File: src/include/hptr_defs.svh
// Register offsets, field positions and reset values of the hub port trim bank.
`ifndef HPTR_DEFS_SVH
`define HPTR_DEFS_SVH
`define HPTR_ADDR_W            16
`define HPTR_P2_SQ_OFS         16'h68CC
`define HPTR_P2_LINK_OFS       16'h69C0
`define HPTR_P3_DRV_OFS        16'h6CCA
`define HPTR_P3_SQ_OFS         16'h6CCC
`define HPTR_P3_LINK_OFS       16'h6DC0
`define HPTR_P4_DRV_OFS        16'h70CA
`define HPTR_P4_SQ_OFS         16'h70CC
`define HPTR_TRIM_MSB          2
`define HPTR_RSVD_LSB          3
`define HPTR_STATE_LSB         4
`define HPTR_SQ_RESET          3'h0
`define HPTR_DRV_RESET         3'h0
`define HPTR_UNMAPPED_DATA     8'h00
`endif

File: src/include/hptr_pkg.sv
// Types shared by the hub port trim bank.
package hptr_pkg;
   // Link state codes presented in bits 7:4 of a link status register.
   typedef enum logic [3:0] {
      HPTR_LS_U0          = 4'h0,
      HPTR_LS_U1          = 4'h1,
      HPTR_LS_U2          = 4'h2,
      HPTR_LS_U3          = 4'h3,
      HPTR_LS_DISABLED    = 4'h4,
      HPTR_LS_RX_DETECT   = 4'h5,
      HPTR_LS_INACTIVE    = 4'h6,
      HPTR_LS_POLLING     = 4'h7,
      HPTR_LS_RECOVERY    = 4'h8,
      HPTR_LS_HOT_RESET   = 4'h9,
      HPTR_LS_COMPLIANCE  = 4'hA,
      HPTR_LS_LOOPBACK    = 4'hB
   } hptr_link_state_t;
   // Squelch trip point codes; reductions in 12.5 mV steps, two raises.
   typedef enum logic [2:0] {
      HPTR_SQ_NOMINAL  = 3'h0,
      HPTR_SQ_DN_12P5  = 3'h1,
      HPTR_SQ_DN_25    = 3'h2,
      HPTR_SQ_DN_37P5  = 3'h3,
      HPTR_SQ_DN_50    = 3'h4,
      HPTR_SQ_DN_62P5  = 3'h5,
      HPTR_SQ_UP_25    = 3'h6,
      HPTR_SQ_UP_12P5  = 3'h7
   } hptr_squelch_t;
   // Drive current codes.
   typedef enum logic [2:0] {
      HPTR_DRV_NOMINAL = 3'h0,
      HPTR_DRV_DN_5    = 3'h1,
      HPTR_DRV_UP_10   = 3'h2,
      HPTR_DRV_UP_5    = 3'h3,
      HPTR_DRV_UP_20   = 3'h4,
      HPTR_DRV_UP_15   = 3'h5,
      HPTR_DRV_UP_30   = 3'h6,
      HPTR_DRV_UP_25   = 3'h7
   } hptr_drive_t;
endpackage

File: src/rtl/hptr_regs.sv
// Register bank holding port 2 to 4 transceiver trims and port 2 and 3 link status.
`timescale 1ns/1ps
`default_nettype none
`include "hptr_defs.svh"

module hptr_regs (
   input  wire logic                     clk,
   input  wire logic                     sys_rst,
   input  wire logic [`HPTR_ADDR_W-1:0]  reg_addr,
   input  wire logic [7:0]               reg_wdata,
   input  wire logic                     reg_wr,
   input  wire logic                     reg_rd,
   output var  logic [7:0]               reg_rdata,
   input  wire hptr_pkg::hptr_link_state_t port2_link_state,
   input  wire logic [2:0]               port2_link_sub_state,
   input  wire hptr_pkg::hptr_link_state_t port3_link_state,
   input  wire logic [2:0]               port3_link_sub_state,
   output var  hptr_pkg::hptr_squelch_t  port2_squelch_trim_code,
   output var  hptr_pkg::hptr_squelch_t  port3_squelch_trim_code,
   output var  hptr_pkg::hptr_squelch_t  port4_squelch_trim_code,
   output var  hptr_pkg::hptr_drive_t    port3_drive_current_trim_code,
   output var  hptr_pkg::hptr_drive_t    port4_drive_current_trim_code
);

   // ****************************************************************
   // Software writes
   // ****************************************************************
   // The trim outputs are the storage flip-flops themselves, so the analogue
   // side sees a new code in the cycle after the write strobe.
   logic [7:`HPTR_RSVD_LSB] port3_drv_rsvd;
   logic [7:`HPTR_RSVD_LSB] port4_drv_rsvd;

   function automatic logic hit(input logic [`HPTR_ADDR_W-1:0] a, input logic [`HPTR_ADDR_W-1:0] ofs);
      hit = (a == ofs);
   endfunction

   always_ff @(posedge clk) begin
      if (sys_rst) begin
         port2_squelch_trim_code <= hptr_pkg::hptr_squelch_t'(`HPTR_SQ_RESET);
         port3_squelch_trim_code <= hptr_pkg::hptr_squelch_t'(`HPTR_SQ_RESET);
         port4_squelch_trim_code <= hptr_pkg::hptr_squelch_t'(`HPTR_SQ_RESET);
      end else if (reg_wr) begin
         // Only the low three bits are kept; upper bits are dropped.
         if (hit(reg_addr, `HPTR_P2_SQ_OFS))
            port2_squelch_trim_code <= hptr_pkg::hptr_squelch_t'(reg_wdata[`HPTR_TRIM_MSB:0]);
         if (hit(reg_addr, `HPTR_P3_SQ_OFS))
            port3_squelch_trim_code <= hptr_pkg::hptr_squelch_t'(reg_wdata[`HPTR_TRIM_MSB:0]);
         if (hit(reg_addr, `HPTR_P4_SQ_OFS))
            port4_squelch_trim_code <= hptr_pkg::hptr_squelch_t'(reg_wdata[`HPTR_TRIM_MSB:0]);
      end
   end

   always_ff @(posedge clk) begin
      if (sys_rst) begin
         port3_drive_current_trim_code <= hptr_pkg::hptr_drive_t'(`HPTR_DRV_RESET);
         port4_drive_current_trim_code <= hptr_pkg::hptr_drive_t'(`HPTR_DRV_RESET);
         port3_drv_rsvd                <= '0;
         port4_drv_rsvd                <= '0;
      end else if (reg_wr) begin
         if (hit(reg_addr, `HPTR_P3_DRV_OFS)) begin
            port3_drive_current_trim_code <= hptr_pkg::hptr_drive_t'(reg_wdata[`HPTR_TRIM_MSB:0]);
            port3_drv_rsvd                <= reg_wdata[7:`HPTR_RSVD_LSB];
         end
         if (hit(reg_addr, `HPTR_P4_DRV_OFS)) begin
            port4_drive_current_trim_code <= hptr_pkg::hptr_drive_t'(reg_wdata[`HPTR_TRIM_MSB:0]);
            port4_drv_rsvd                <= reg_wdata[7:`HPTR_RSVD_LSB];
         end
      end
   end

   // ****************************************************************
   // Read path
   // ****************************************************************
   // Link status is sampled at the read strobe, so software sees the state
   // as it stood in the strobe cycle; bit 3 of a link status read is always zero.
   logic [7:0] next_rdata;

   always_comb begin
      next_rdata = `HPTR_UNMAPPED_DATA;
      unique case (reg_addr)
         `HPTR_P2_SQ_OFS:   next_rdata = {5'h00, port2_squelch_trim_code};
         `HPTR_P3_SQ_OFS:   next_rdata = {5'h00, port3_squelch_trim_code};
         `HPTR_P4_SQ_OFS:   next_rdata = {5'h00, port4_squelch_trim_code};
         `HPTR_P3_DRV_OFS:  next_rdata = {port3_drv_rsvd, port3_drive_current_trim_code};
         `HPTR_P4_DRV_OFS:  next_rdata = {port4_drv_rsvd, port4_drive_current_trim_code};
         `HPTR_P2_LINK_OFS: next_rdata = {port2_link_state, 1'b0, port2_link_sub_state};
         `HPTR_P3_LINK_OFS: next_rdata = {port3_link_state, 1'b0, port3_link_sub_state};
         default:           next_rdata = `HPTR_UNMAPPED_DATA;
      endcase
   end

   always_ff @(posedge clk) begin
      if (sys_rst)
         reg_rdata <= 8'h00;
      else if (reg_rd)
         reg_rdata <= next_rdata;
      else
         reg_rdata <= 8'h00;
   end
endmodule
`default_nettype wire

File: config.mk
export PLATFORM = sky130hd
export DESIGN_NAME = hptr_regs
export DESIGN_NICKNAME = d
export VERILOG_FILES = /design/src/include/hptr_pkg.sv /design/src/rtl/hptr_regs.sv
export VERILOG_INCLUDE_DIRS = /design/src /design/src/include
export SDC_FILE = /design/constraint.sdc
export NUM_CORES = 1
export LEC_CHECK = 0
export ABC_AREA = 0
export BUFFER_PORTS_ARGS = -buffer_cell sky130_fd_sc_hd__buf_2
export CAP_MARGIN = 30
export CORE_MARGIN = 3
export CORE_UTILIZATION = 47
export DETAILED_ROUTE_END_ITERATION = 10
export PLACE_DENSITY = 0.78
export SLEW_MARGIN = 20
export SYNTH_ARGS = -nofsm -noshare
export SYNTH_HDL_FRONTEND = slang
export SYNTH_SLANG_ARGS = --single-unit
export TNS_END_PERCENT = 100
File: constraint.sdc
create_clock -name clk -period 2.1 [get_ports clk]
set_input_delay 0 -clock clk [delete_from_list [all_inputs] [get_ports clk]]
set_output_delay 0 -clock clk [all_outputs]
set_load 0.05 [all_outputs]
==> metrics.cfg <==
[critical_path]
critPathKind = input pin to flip-flop
crit_arrival_ns = 1.75
cp_data_required_time_ns = 2.31
cp-start-kind = input pin
cp_top_family = simple AND/OR/NAND/NOR gates
critPathBufInv = 1
cp-end-kind = flip-flop
cp_slowest_cell = or4_1
slowest_delay_ns = 0.59
critPathMaxFanout = 8
r2r_slack_ns = 0.75
crit_path_frequent_cell = or4_1
cp_cell_sequence = buf_2 -> or3b_1 -> or4_1 -> or4_1 -> nand2_1 -> a21oi_1

[cts]
cts_tree = built
cts_buffers = 5
clk_latency_ns = 0.34
clk_pin_slew_ns = 0.09
cts_root_buf = clkbuf_4
post_cts_resize_count = 0
htreeDepth = 2
clk_path_buf_depth = 2
cts_num_sinks = 33

[timing]
slew_viol_final = 0
worst_slack_ns = 0.5648
finalSetupViolCount = 0
relSlewSlack = 0.6490
fin_crit_sh = 0.7310
hold-worst-slack_ns = 0.03946
fmax_ghz = 0.6514
fin_worst_skew_ns = 0.004641
worst_pin_slew_ns = 0.5193
rsz0062_at_grt = false
final_hold_viol_count = 0
post-route-min-period_ns = 1.535
final.setup.tns_ns = 0

[grt]
grt_pass1_vias = 1564
antenna_found_initial = 0
overflow = 0
grt_max_degree = 27
grt_pass1_wl_microns = 7251
grt_use_total = 0.2273

[finish]
nFillCells = 258
syn2layout_area_growth_pct = 36.16
drive_gt1_frac = 0.3258
nNetsFinal = 305
diodes = 0

[detailed_routing]
via_per_inst = 5.646
wl_per_cell_microns = 15.18
wirelength_microns = 4674
num_vias = 1739
initialDrtViolationCount = 126
first_pass_iters = 5
drc = 0
drtAntennaViolNets = 0

[floorplanning]
die_h_microns = 64.01
dieArea_sq_mm = 0.004097
core_area_sq_mm = 0.003128
pin_count = 65
die_w_microns = 64.01
initial_core_util = 0.5056
row_count = 20

[power]
leakage_uw = 0.0008764
power_density_mw_per_mm2 = 575.2
peakVddDrop_mv = 0.3556

[place]
place_congestion = 0.8544
dp_hpwl_microns = 3223
place_ws_ns = 0.2014
portBuffers = 64

[yosys]
synth.most_common_cell = dfxtp_1
synth_cell_type_count = 35
ys.flop_type = dfxtp_1
syn_area_sq_mm = 0.001582
synth-edff-count = 0
syn_inst = 186
yosys-top-cells-count = dfxtp_1 (33), a21oi_1 (21), nand2_1 (20), nand3_1 (17), nor2_1 (13)
synth-async-reset-ratio = 0
synth_seq_area_share = 0.4177
yosys.area.top_type = dfxtp_1
synth.top_cell.area_share = 0.4177
yosys_warnings = 0
syn_nets = 228
synthTopCellsByArea = dfxtp_1 (42%), a21oi_1 (6.6%), mux2i_1 (5.7%), nand3_1 (5.4%), nand2_1 (4.7%)
synth_seq_cells = 33
postSynthAreaPerCell_sq_um = 8.503

[status]
outcome = completed

[worst_hold_path]
hp-class = input pin to flip-flop

[job]
max-cap-violations = 0

-- state kept, by name, summed over array words and instances, names as in the netlist --
| name | count |
|---|---|
| port3_squelch_trim_code | 3 |
| port4_drv_rsvd | 5 |
| port2_squelch_trim_code | 3 |
| port4_drive_current_trim_code | 3 |
| port3_drive_current_trim_code | 3 |
| port4_squelch_trim_code | 3 |
| port3_drv_rsvd | 5 |
| reg_rdata | 8 |
-- kinds of logic (layout without fill, tap and decap cells) --
logic type	count (synthesis)	in the layout	share of synthesized area
simple gates	84	84	0.2927
compound gates	43	43	0.1748
flops	33	33	0.4177
buf+inv	14	92	0.03639
mux	12	12	0.07832
-- final cells by class --
class | count | area [sq um] | share of cell area
clock inverters | 1 | 30.03 | 0.01395
flip-flops and latches | 33 | 660.6 | 0.3068
repair buffers | 81 | 478.0 | 0.2220
clock buffers | 7 | 55.05 | 0.02557
inverters | 3 | 11.26 | 0.005230
well taps | 44 | 55.05 | 0.02557
multi-input cells | 139 | 863.3 | 0.4009
-- placed cells by master, fill, tap and decap left out --
master / Yosys / layout
mux2i_1: 9 / 9
nand2b_1: 4 / 4
clkbuf_4: 0 / 5
and4_1: 1 / 1
a222oi_1: 3 / 3
nand3b_1: 1 / 1
bufinv_16: 0 / 1
or4_1: 2 / 2
and4bb_2: 1 / 1
or3b_1: 1 / 1
a31oi_1: 3 / 3
nor2_1: 13 / 13
o21ai_0: 2 / 2
inv_1: 3 / 3
a32oi_1: 4 / 4
buf_4: 0 / 5
nor3_1: 3 / 3
nand2_1: 20 / 20
nand4b_1: 1 / 1
nor2b_1: 4 / 4
clkbuf_1: 6 / 1
and4bb_1: 1 / 1
nand3_1: 17 / 17
dfxtp_1: 33 / 33
and3b_1: 2 / 2
dlygate4sd3_1: 0 / 12
a21oi_1: 21 / 21
a211o_1: 2 / 2
mux2_2: 3 / 3
and2_1: 1 / 1
or2_2: 4 / 4
and4b_1: 2 / 2
nor4b_1: 1 / 1
or3b_2: 1 / 1
nor3_2: 1 / 1
clkbuf_8: 0 / 1
nand4_1: 3 / 3
a22oi_1: 8 / 8
buf_2: 4 / 64
-- path summary, 6_finish.rpt --
kind	to	start	depth (start not counted)
worst max-delay path	port4_drive_current_trim_code[2]$_SDFFE_PP0P_	reg_addr[8]	6
worst min-delay path	reg_rdata[2]$_SDFF_PP0_	port3_link_sub_state[2]	3
worst max register to register	reg_rdata[2]$_SDFF_PP0_	port2_squelch_trim_code[2]$_SDFFE_PP0P_	4
worst min register to register	port4_drv_rsvd[7]$_SDFFE_PP0P_	port4_drv_rsvd[7]$_SDFFE_PP0P_	2
-- worst register-to-register path, delay by kind of cell (launching register included) --
family / cells / cell delay (ns)
flip-flops: 1 / 0.34
AND/OR/NAND/NOR: 1 / 0.16
multiplexers: 1 / 0.27
AO/OA/AOI/OAI: 2 / 0.45
-- what timing repair did --
item / 4_1_cts / 5_1_grt
buffers inserted: 0 / 0
hold buffers: 12 / 0
endpoints found under the hold margin: 28 / 0
-- metal layers --
metal | global-route usage | vias to the layer above | share of wire
met5 | 0 | - | 0
met4 | 0.08895 | 0 | 0.025
met3 | 0.05800 | 15 | 0.093
met2 | 0.3432 | 94 | 0.47
met1 | 0.3079 | 796 | 0.41
li1 | - | 834 | -
-- metrics by stage --
step                cells  area (sq um)  utilization  power, uW
finish                308          2153       0.6884       1239
global route          308          2153       0.6884       1282
CTS                   308          2153       0.6884       1241
detailed placement    288          1948       0.6228      730.0
global placement      288          1948       0.6228      730.3
floorplan             186          1582            -      674.2
-- where the power goes --
group	internal (uW)	total, uW	switching (uW)
clock	284	503	219
combinational	55.4	110	54.6
sequential	625	625	0.00262
Power figures use the tool's default switching activity.
